### src/shared/acq_consts.vh
// Behaviour
// (RQ1) samples queue in FIFO, host reads port
// (RQ2) 12-bit reads: sample high, channel low
// (RQ3) 16-bit reads: full sample, no tag
// (RQ4) channel register: single or scan end
// (RQ5) low nibble mux, high nibble expansion
// (RQ6) channel readback high nibble zero unscanned
// (RQ7) scanning: high nibble current, steps per trigger
// (RQ8) gain code drives amplifier gain
// (RQ9) status byte: busy, full, half, empty, gain
// (RQ10) busy low until sample enters FIFO
// (RQ11) full flag low when FIFO full
// (RQ12) mode register: pretrigger, source, pacer, scan
// (RQ13) three trigger selections, external overrides pacer
// (RQ14) trigger choice independent of interrupts
// (RQ15) any soft trigger write fires once
// (RQ16) first interrupt: end or half full
// (RQ17) second interrupt: tick or external fall
// (RQ18) FIFO disable bit, toggle resets FIFO
// (RQ19) interrupt held until clear write
// (RQ20) mode readback: enable, selects, mode bits
// (RQ21) extended lines, outputs read in high nibble
// (RQ22) scan runs zero to last, wraps
// (RQ23) conversion starts on trigger rising edge
// (RQ24) extended output pin modes one to three
// (RQ25) control registers reset to zero
`ifndef ACQ_CONSTS_VH
`define ACQ_CONSTS_VH
`define OFS_DATA      8'h00
`define OFS_EXT       8'h04
`define OFS_CHAN      8'h06
`define OFS_GAIN      8'h08
`define OFS_MODE      8'h0A
`define OFS_IRQCTL    8'h0C
`define OFS_SOFTTRIG  8'h0E
`define OFS_IRQCLR    8'h48
`define MODE_SCAN     0
`define MODE_PACER    1
`define MODE_EXTSRC   2
`define MODE_PRETRIG  3
`define IRQ_SEL0      0
`define IRQ_SEL1      1
`define IRQ_FIFO_DIS  2
`define ST_BUSY_N     7
`define ST_FULL_N     6
`define ST_HALF_N     5
`define ST_EMPTY_N    4
`define RST_CHAN      8'h00
`define RST_GAIN      3'h0
`define RST_MODE      4'h0
`define RST_IRQCTL    3'h0
`define EXT_MODE_IN   2'h1
`define EXT_MODE_OUT  2'h2
`define EXT_MODE_CHAN 2'h3
`define FIFO_WIDTH    20
`define FIFO_DEPTH    8
`endif

### src/design/sample_fifo.v
`timescale 1ns/10ps
`default_nettype none
module sample_fifo #(
  parameter WIDTH = 20,
  parameter DEPTH = 8,
  parameter AW    = 3
) (
  input  wire             clk,
  input  wire             rst,
  input  wire             flush,
  input  wire             in_valid,
  output wire             in_ready,
  input  wire [WIDTH-1:0] in_data,
  output wire             out_valid,
  input  wire             out_ready,
  output wire [WIDTH-1:0] out_data,
  output wire             full,
  output wire             half,
  output wire             empty
);
  reg [WIDTH-1:0] mem [0:DEPTH-1];
  reg [AW-1:0]    wr_ptr;
  reg [AW-1:0]    rd_ptr;
  reg [AW:0]      count;
  wire            push;
  wire            pop;

  // while flushed the source is never stalled: samples are discarded
  assign in_ready  = (count != DEPTH[AW:0]) || flush;
  assign push      = in_valid && in_ready && !flush;
  assign out_valid = (count != {(AW+1){1'b0}}) && !flush;
  assign pop       = out_valid && out_ready;
  assign out_data  = mem[rd_ptr];
  assign full      = (count == DEPTH[AW:0]);
  assign half      = (count >= (DEPTH[AW:0] >> 1));
  assign empty     = (count == {(AW+1){1'b0}});

  always @(posedge clk) begin
    if (push) begin
      mem[wr_ptr] <= in_data;
    end
  end

  always @(posedge clk) begin
    if (rst || flush) begin
      wr_ptr <= {AW{1'b0}};
      rd_ptr <= {AW{1'b0}};
      count  <= {(AW+1){1'b0}};
    end else begin
      if (push) begin
        wr_ptr <= wr_ptr + 1'b1;
      end
      if (pop) begin
        rd_ptr <= rd_ptr + 1'b1;
      end
      if (push && !pop) begin
        count <= count + 1'b1;
      end else if (pop && !push) begin
        count <= count - 1'b1;
      end
    end
  end
endmodule
`default_nettype wire

### src/design/trigger_select.v
`timescale 1ns/10ps
`include "acq_consts.vh"
`default_nettype none
module trigger_select (
  input  wire       clk,
  input  wire       rst,
  input  wire [3:0] mode,
  input  wire       soft_pulse,
  input  wire       pacer_tick,
  input  wire       external_trigger_in,
  output reg        trigger,
  output wire       ext_fall
);
  reg  ext_prev;
  reg  pacer_prev;
  wire ext_rise;
  wire pacer_rise;

  assign ext_rise   = external_trigger_in && !ext_prev;
  assign ext_fall   = !external_trigger_in && ext_prev;
  assign pacer_rise = pacer_tick && !pacer_prev;

  always @(posedge clk) begin
    if (rst) begin
      ext_prev   <= 1'b0;
      pacer_prev <= 1'b0;
    end else begin
      ext_prev   <= external_trigger_in;
      pacer_prev <= pacer_tick;
    end
  end

  // source choice looks only at mode bits, never at interrupt selects [RQ14]
  always @* begin
    if (mode[`MODE_EXTSRC]) begin
      trigger = ext_rise; // [RQ13] [RQ23]
    end else if (mode[`MODE_PACER]) begin
      trigger = pacer_rise; // [RQ13] [RQ23]
    end else begin
      trigger = soft_pulse; // [RQ13] [RQ15]
    end
  end
endmodule
`default_nettype wire

### src/design/acq_control.v
`timescale 1ns/10ps
`include "acq_consts.vh"
`default_nettype none
module acq_control (
  input  wire        core_clk,
  input  wire        sys_rst,
  input  wire [7:0]  io_addr,
  input  wire        io_wr,
  input  wire        io_rd,
  input  wire [15:0] io_wdata,
  output reg  [15:0] io_rdata,
  output reg         io_rd_ack,
  input  wire        variant_16bit,
  output reg         conv_start,
  input  wire        adc_done,
  input  wire [15:0] adc_result,
  output wire [3:0]  mux_channel_bits,
  output wire [3:0]  expansion_channel,
  output wire [2:0]  gain_code,
  output wire        pretrigger_enable,
  input  wire        pacer_tick,
  input  wire        external_trigger_in,
  output wire        bus_irq,
  output wire        first_interrupt,
  output wire        second_interrupt,
  input  wire [1:0]  ext_mode,
  input  wire [3:0]  extended_input_lines,
  output wire [3:0]  extended_output_lines,
  output wire        extended_output_oe
);
  localparam ST_IDLE = 2'b00;
  localparam ST_CONV = 2'b01;
  localparam ST_HOLD = 2'b10;

  ////////////////////////////////////////////////////////////////////
  // register state
  reg  [7:0]  chan_setting;
  reg  [2:0]  gain;
  reg  [3:0]  mode;
  reg  [2:0]  irq_ctl;
  reg  [3:0]  ext_out;
  reg  [3:0]  scan_current_channel;
  reg  [1:0]  state;
  reg  [1:0]  next_state;
  reg  [3:0]  sample_channel_tag;
  reg  [15:0] sample_value;
  reg         irq_flag0;
  reg         irq_flag1;
  reg         half_prev;
  wire        scan_enable;
  wire        fifo_disable;
  wire        wr_data_hit;
  wire        soft_pulse;
  wire        clear_pulse;
  wire        trigger;
  wire        ext_fall;
  wire        fifo_in_ready;
  wire        fifo_out_valid;
  wire        fifo_full;
  wire        fifo_half;
  wire        fifo_empty;
  wire        fifo_pop;
  wire        push_done;
  wire        fifo_disable_n;
  wire [19:0] fifo_out;
  wire        busy_n;
  wire        event0;
  wire        event1;

  function wr_hit;
    input [7:0] addr;
    input [7:0] ofs;
    begin
      wr_hit = io_wr && (addr == ofs);
    end
  endfunction

  assign scan_enable    = mode[`MODE_SCAN];
  assign fifo_disable   = irq_ctl[`IRQ_FIFO_DIS];
  assign fifo_disable_n = !fifo_disable;
  assign soft_pulse     = wr_hit(io_addr, `OFS_SOFTTRIG); // [RQ15]
  assign clear_pulse    = wr_hit(io_addr, `OFS_IRQCLR);   // [RQ19]
  assign wr_data_hit    = io_rd && (io_addr == `OFS_DATA);
  // host moves samples only by reading the data port [RQ1]
  assign fifo_pop       = wr_data_hit && fifo_out_valid;

  ////////////////////////////////////////////////////////////////////
  // control register writes
  always @(posedge core_clk) begin
    if (sys_rst) begin
      chan_setting <= `RST_CHAN;   // [RQ25]
      gain         <= `RST_GAIN;   // [RQ25]
      mode         <= `RST_MODE;   // [RQ25]
      irq_ctl      <= `RST_IRQCTL; // [RQ18] [RQ25]
      ext_out      <= 4'h0;
    end else begin
      if (io_wr && io_addr == `OFS_CHAN) begin
        chan_setting <= io_wdata[7:0]; // [RQ4]
      end else if (io_wr && io_addr == `OFS_GAIN) begin
        gain <= io_wdata[2:0]; // [RQ8]
      end else if (io_wr && io_addr == `OFS_MODE) begin
        mode <= io_wdata[3:0]; // [RQ12]
      end else if (io_wr && io_addr == `OFS_IRQCTL) begin
        irq_ctl <= io_wdata[2:0]; // [RQ16] [RQ17] [RQ18]
      end else if (io_wr && io_addr == `OFS_EXT) begin
        ext_out <= io_wdata[3:0]; // [RQ21]
      end
    end
  end

  ////////////////////////////////////////////////////////////////////
  // trigger source
  trigger_select u_trig (
    .clk                 (core_clk),
    .rst                 (sys_rst),
    .mode                (mode),
    .soft_pulse          (soft_pulse),
    .pacer_tick          (pacer_tick),
    .external_trigger_in (external_trigger_in),
    .trigger             (trigger),
    .ext_fall            (ext_fall)
  );

  ////////////////////////////////////////////////////////////////////
  // automatic scan: every trigger steps the channel, even one that
  // arrives while a conversion is still pending and is dropped
  always @(posedge core_clk) begin
    if (sys_rst || !scan_enable) begin
      scan_current_channel <= 4'h0; // [RQ22]
    end else if (trigger) begin
      if (scan_current_channel >= chan_setting[3:0]) begin
        scan_current_channel <= 4'h0; // [RQ22]
      end else begin
        scan_current_channel <= scan_current_channel + 4'h1; // [RQ7]
      end
    end
  end

  assign mux_channel_bits  = scan_enable ? scan_current_channel
                                         : chan_setting[3:0]; // [RQ4] [RQ5]
  assign expansion_channel = chan_setting[7:4]; // [RQ5]
  assign gain_code         = gain;              // [RQ8]
  assign pretrigger_enable = mode[`MODE_PRETRIG];

  ////////////////////////////////////////////////////////////////////
  // conversion sequencer; a full FIFO stalls it, so triggers seen
  // meanwhile are lost, which the full flag warns of
  always @* begin
    next_state = state;
    case (state)
      ST_IDLE: begin
        if (trigger) begin
          next_state = ST_CONV; // [RQ23]
        end
      end
      ST_CONV: begin
        if (adc_done) begin
          next_state = ST_HOLD;
        end
      end
      ST_HOLD: begin
        if (fifo_in_ready) begin
          next_state = ST_IDLE;
        end
      end
      default: begin
        next_state = ST_IDLE;
      end
    endcase
  end

  always @(posedge core_clk) begin
    if (sys_rst) begin
      state              <= ST_IDLE;
      conv_start         <= 1'b0;
      sample_channel_tag <= 4'h0;
      sample_value       <= 16'h0000;
    end else begin
      state      <= next_state;
      conv_start <= (state == ST_IDLE) && trigger; // [RQ23]
      if (state == ST_IDLE && trigger) begin
        sample_channel_tag <= mux_channel_bits;
      end
      if (state == ST_CONV && adc_done) begin
        sample_value <= adc_result;
      end
    end
  end

  // busy reads low until the sample has gone into the FIFO [RQ10]
  assign busy_n    = (state == ST_IDLE);
  assign push_done = (state == ST_HOLD) && fifo_in_ready;

  ////////////////////////////////////////////////////////////////////
  // sample buffer; disable bit holds it flushed [RQ18]
  sample_fifo #(
    .WIDTH (`FIFO_WIDTH),
    .DEPTH (`FIFO_DEPTH),
    .AW    (3)
  ) u_fifo (
    .clk       (core_clk),
    .rst       (sys_rst),
    .flush     (fifo_disable),
    .in_valid  (state == ST_HOLD), // [RQ1]
    .in_ready  (fifo_in_ready),
    .in_data   ({sample_value, sample_channel_tag}),
    .out_valid (fifo_out_valid),
    .out_ready (wr_data_hit),
    .out_data  (fifo_out),
    .full      (fifo_full),
    .half      (fifo_half),
    .empty     (fifo_empty)
  );

  ////////////////////////////////////////////////////////////////////
  // interrupts; a new event in the clear cycle keeps the flag set
  assign event0 = irq_ctl[`IRQ_SEL0] ? (fifo_half && !half_prev && fifo_disable_n)
                                     : push_done; // [RQ16]
  assign event1 = irq_ctl[`IRQ_SEL1] ? ext_fall : pacer_tick; // [RQ17]

  always @(posedge core_clk) begin
    if (sys_rst) begin
      irq_flag0 <= 1'b0;
      irq_flag1 <= 1'b0;
      half_prev <= 1'b0;
    end else begin
      half_prev <= fifo_half;
      if (event0) begin
        irq_flag0 <= 1'b1;
      end else if (clear_pulse) begin
        irq_flag0 <= 1'b0; // [RQ19]
      end
      if (event1) begin
        irq_flag1 <= 1'b1;
      end else if (clear_pulse) begin
        irq_flag1 <= 1'b0; // [RQ19]
      end
    end
  end

  assign first_interrupt  = irq_flag0;
  assign second_interrupt = irq_flag1;
  assign bus_irq          = irq_flag0 || irq_flag1; // [RQ19]

  ////////////////////////////////////////////////////////////////////
  // extended output pins
  assign extended_output_oe    = (ext_mode == `EXT_MODE_OUT) ||
                                 (ext_mode == `EXT_MODE_CHAN); // [RQ24]
  assign extended_output_lines = (ext_mode == `EXT_MODE_CHAN) ? chan_setting[7:4]
                                                              : ext_out; // [RQ24]

  ////////////////////////////////////////////////////////////////////
  // register reads, answered one cycle after the strobe
  always @(posedge core_clk) begin
    if (sys_rst) begin
      io_rdata  <= 16'h0000;
      io_rd_ack <= 1'b0;
    end else begin
      io_rd_ack <= io_rd;
      if (!io_rd) begin
        io_rdata <= io_rdata;
      end else if (io_addr == `OFS_DATA) begin
        if (variant_16bit) begin
          io_rdata <= fifo_out[19:4]; // [RQ3]
        end else begin
          io_rdata <= {fifo_out[15:4], fifo_out[3:0]}; // [RQ2]
        end
      end else if (io_addr == `OFS_EXT) begin
        io_rdata <= {8'h00, ext_out, extended_input_lines}; // [RQ21]
      end else if (io_addr == `OFS_CHAN) begin
        io_rdata <= {8'h00, scan_current_channel,
                     chan_setting[3:0]}; // [RQ6] [RQ7]
      end else if (io_addr == `OFS_GAIN) begin
        io_rdata <= {8'h00, busy_n, !fifo_full, !fifo_half,
                     !fifo_empty, 1'b0, gain}; // [RQ9] [RQ10] [RQ11]
      end else if (io_addr == `OFS_MODE) begin
        io_rdata <= {8'h00, 1'b0, irq_ctl, mode}; // [RQ20]
      end else begin
        io_rdata <= 16'h0000;
      end
    end
  end
endmodule
`default_nettype wire

### config.mk
export PLATFORM = sky130hd
export DESIGN_NAME = acq_control
export DESIGN_NICKNAME = d
export VERILOG_FILES = /design/src/design/sample_fifo.v /design/src/design/trigger_select.v /design/src/design/acq_control.v
export VERILOG_INCLUDE_DIRS = /design/src /design/src/shared
export SDC_FILE = /design/constraint.sdc
export NUM_CORES = 1
export LEC_CHECK = 0
export BUFFER_PORTS_ARGS = -buffer_cell sky130_fd_sc_hd__buf_2
export CORE_MARGIN = 2
export CORE_UTILIZATION = 60
export CTS_CLUSTER_DIAMETER = 200
export DETAILED_ROUTE_END_ITERATION = 6
export PLACE_DENSITY = 0.8
export SKIP_LAST_GASP = 1
export SLEW_MARGIN = 20
export SYNTH_ARGS = -nofsm -noshare
export SYNTH_HDL_FRONTEND = slang
export SYNTH_SLANG_ARGS = --single-unit
export TNS_END_PERCENT = 10
### constraint.sdc
create_clock -name core_clk -period 7.4 [get_ports core_clk]
set_input_delay 0.37 -clock core_clk [delete_from_list [all_inputs] [get_ports core_clk]]
set_output_delay 0.37 -clock core_clk [all_outputs]
set_load 0.01 [all_outputs]
==> metrics.yaml <==
drc: 0
dieArea_mm2: 0.01760
wl_per_cell_um: 22.49
hold_buffers: 0
syn-num-nets: 761
layout.nets: 846
worstPathMaxFanout: 5
cp-endpoint: "u_fifo.count[3]"
fin_ws_ps: 4417
place_hpwl_um: 14050
antenna_left: 0
start_util_pct: 60.54
yosysMostFrequentCell: "edfxtp_1"
n_antenna_cell: 0
io_pins: 92
min-delay-start: "adc_result[4]"
worstSetupStartpoint: "u_fifo.count[0]"
synth_seq_cells: 244
wl_um: 22920
rr_endpoint: "u_fifo.count[3]"
r2r_setup_slack_ps: 4420
synth_top_area_share_pct: 48.37
reg2reg_depth: 11
synth_cell_type_count: 55
first_global_vias: 6311
die_h_um: 132.7
worstMarginPinSlew_ps: 956.6
cts.sinks: 244
vias: 6297
required_ps: 7850
critical_path_class: "register to register"
powerDensity_mw_per_mm2: 236.6
rows: 47
htree_levels: 1
antenna_found_initial: 1
area_delta_synth_final_pct: 13.77
finalHoldViolations: 0
overflow: 0
cts_buffer_depth: 3
drive_above_1_share_pct: 24.28
final-setup-viol-count: 0
crit_path_end_kind: "register"
yosysTopAreaCell: "edfxtp_1"
async_flop_share_pct: 0
synthTopCellsByCount: "edfxtp_1, dfxtp_1, nand2_1"
timing.rr.start: "u_fifo.count[0]"
timing.hold.ws_ps: 77.64
status: "finished clean"
cap_violations: 0
dp_cells: 974
yosysSeqAreaShare_pct: 65.30
fin_skew_ps: 16.19
synthesis.area_mm2: 0.009933
synth-edff-count: 160
cpPeakStageDelay_ps: 620
postSynthCellCount: 696
dpl_worst_slack_ps: 4389
die_w_um: 132.7
clock-root-buffer: "clkbuf_16"
fin_crit_ps: 2983
portBuffers: 83
drv_slew: 0
cp.arrival_ps: 3430
dr.pass1.iters: 5
holdCritPathClass: "primary input to register"
tns_ps: 0
clock.fmax_ghz: 0.3353
num-fill-cells: 1045
leakagePower_nw: 3.944
peakVddDrop_mv: 0.1758
cts.clk_slew.worst_paths_ps: 60
grt_max_degree: 62
grtUsageTotal_pct: 26.08
yosysWarnings: 0
synth_area_leaders: "edfxtp_1, dfxtp_1, mux4_2"
drtIter0Drc: 750
critical_path.startpoint_type: "register"
cts_resized: 0
via_per_inst: 6.180
postLayoutCoreUtil_pct: 68.88
final.period_utilization_pct: 40.31
grt_setup_unrepaired: "no"
place.gp.congestion: 0.9236
cts_tree: "done"
cts_made_buffers: 25
max-slew-margin-rel_pct: 36.09
crit_path_cell_trace: "or4_1, and4_1, nand2_1, ha_1, inv_1, ha_1, a21o_1, a21oi_1, xnor2_1, or3_1, a21oi_1"
insertion_delay_ps: 530
synth_top_flop_cell: "edfxtp_1"
syn_area_per_cell_um2: 14.27
coreArea_mm2: 0.01641
fin_cells: 1019
grt_pass1_wl_um: 35060
cts_setup_buffers: 0
slowest_stage: "or4_1"
-- per-stage QoR --
stage,power [W],cell area [um2]
floorplan,0.001497,9933
global route,0.002732,11300
CTS,0.002675,11300
finish,0.002674,11300
detailed placement,0.001523,10530
global placement,0.001521,10530
-- registers in the layout (all words and copies together), names as in the netlist, 2 cells and up, named ones only --
register,flops
u_fifo.rd_ptr,3
gain_code,3
u_fifo.wr_ptr,3
sample_value,16
chan_setting,8
scan_current_channel,4
mode,4
sample_channel_tag,4
ext_out,4
io_rdata,16
u_fifo.mem,160
state,2
irq_ctl,3
u_fifo.count,4
-- metal layers --
| metal | global-route usage [%] | wire length (um) |
|---|---|---|
| met5 | 0 | 13 |
| met4 | 8.483 | 676 |
| met3 | 5.287 | 2010 |
| met2 | 42.46 | 11240 |
| met1 | 35.77 | 8983 |
-- cell type report --
cell class / count / area (um2) / area share [%]
Clock buffer: 33 / 695.7 / 6.156
Inverter: 10 / 37.54 / 0.3322
Tap cell: 220 / 275.3 / 2.436
Multi-Input combinational cell: 403 / 3208 / 28.39
Sequential cell: 244 / 6489 / 57.42
Clock inverter: 12 / 75.07 / 0.6643
Timing Repair Buffer: 97 / 520.5 / 4.606
-- power by group --
part,total (W),internal (W),switching (W)
clock,0.00118,0.000664,0.000515
sequential,0.00144,0.00144,0.00000266
combinational,0.0000549,0.0000202,0.0000347
total,0.00267,0.00212,0.000553
-- layout by cell type (no fill, tap or decap), types with 6 or more instances in the layout --
cell       synthesis  layout
ha_1              10      10
dfxtp_1           84      82
mux2i_1           38      38
o22ai_1            8       8
mux4_2            39      39
edfxtp_1         160     160
buf_4              5      14
nand2b_1           8       8
a21o_1             9       9
clkbuf_16          0      25
nand3_1           10      10
buf_2              7      83
nor2b_1            6       6
mux2_2             9       9
a21oi_1           39      39
o21ai_0           15      15
inv_1             10      10
nand2_1           70      70
nor3_1            21      19
nor2_1            57      57
-- worst max-delay path, delay by kind of cell (launching register included) --
family | cells | cell delay [ps]
xor+xnor | 1 | 90
simple gates | 4 | 1350
flops | 1 | 370
fa+ha+maj | 2 | 490
buf+inv | 1 | 100
compound gates | 3 | 500
-- cell families (layout without fill, tap and decap cells) --
logic type | after synthesis | after routing | synth area share, %
and+or+nand+nor | 195 | 195 | 9.057
AOI/OAI and AO/OA | 100 | 100 | 6.311
xor gates and xnor gates | 7 | 7 | 0.6172
buffers and inverters | 49 | 152 | 2.507
adders and majority gates | 11 | 11 | 1.461
muxes | 90 | 90 | 14.75
DFF | 244 | 244 | 65.30
-- how the worst min path moves through the flow --
| stage | to | slack [ps] | depth (start not counted) |
|---|---|---|---|
| floorplan | u_fifo.count[3] | 470 | 2 |
| global placement | io_rdata[13] | 430 | 1 |
| detailed placement | io_rdata[15] | 440 | 1 |
| CTS | sample_value[6] | 80 | 3 |
| global route | sample_value[14] | 90 | 3 |
| finish | sample_value[4] | 80 | 3 |
No activity file was read; power rests on OpenSTA's default activity.
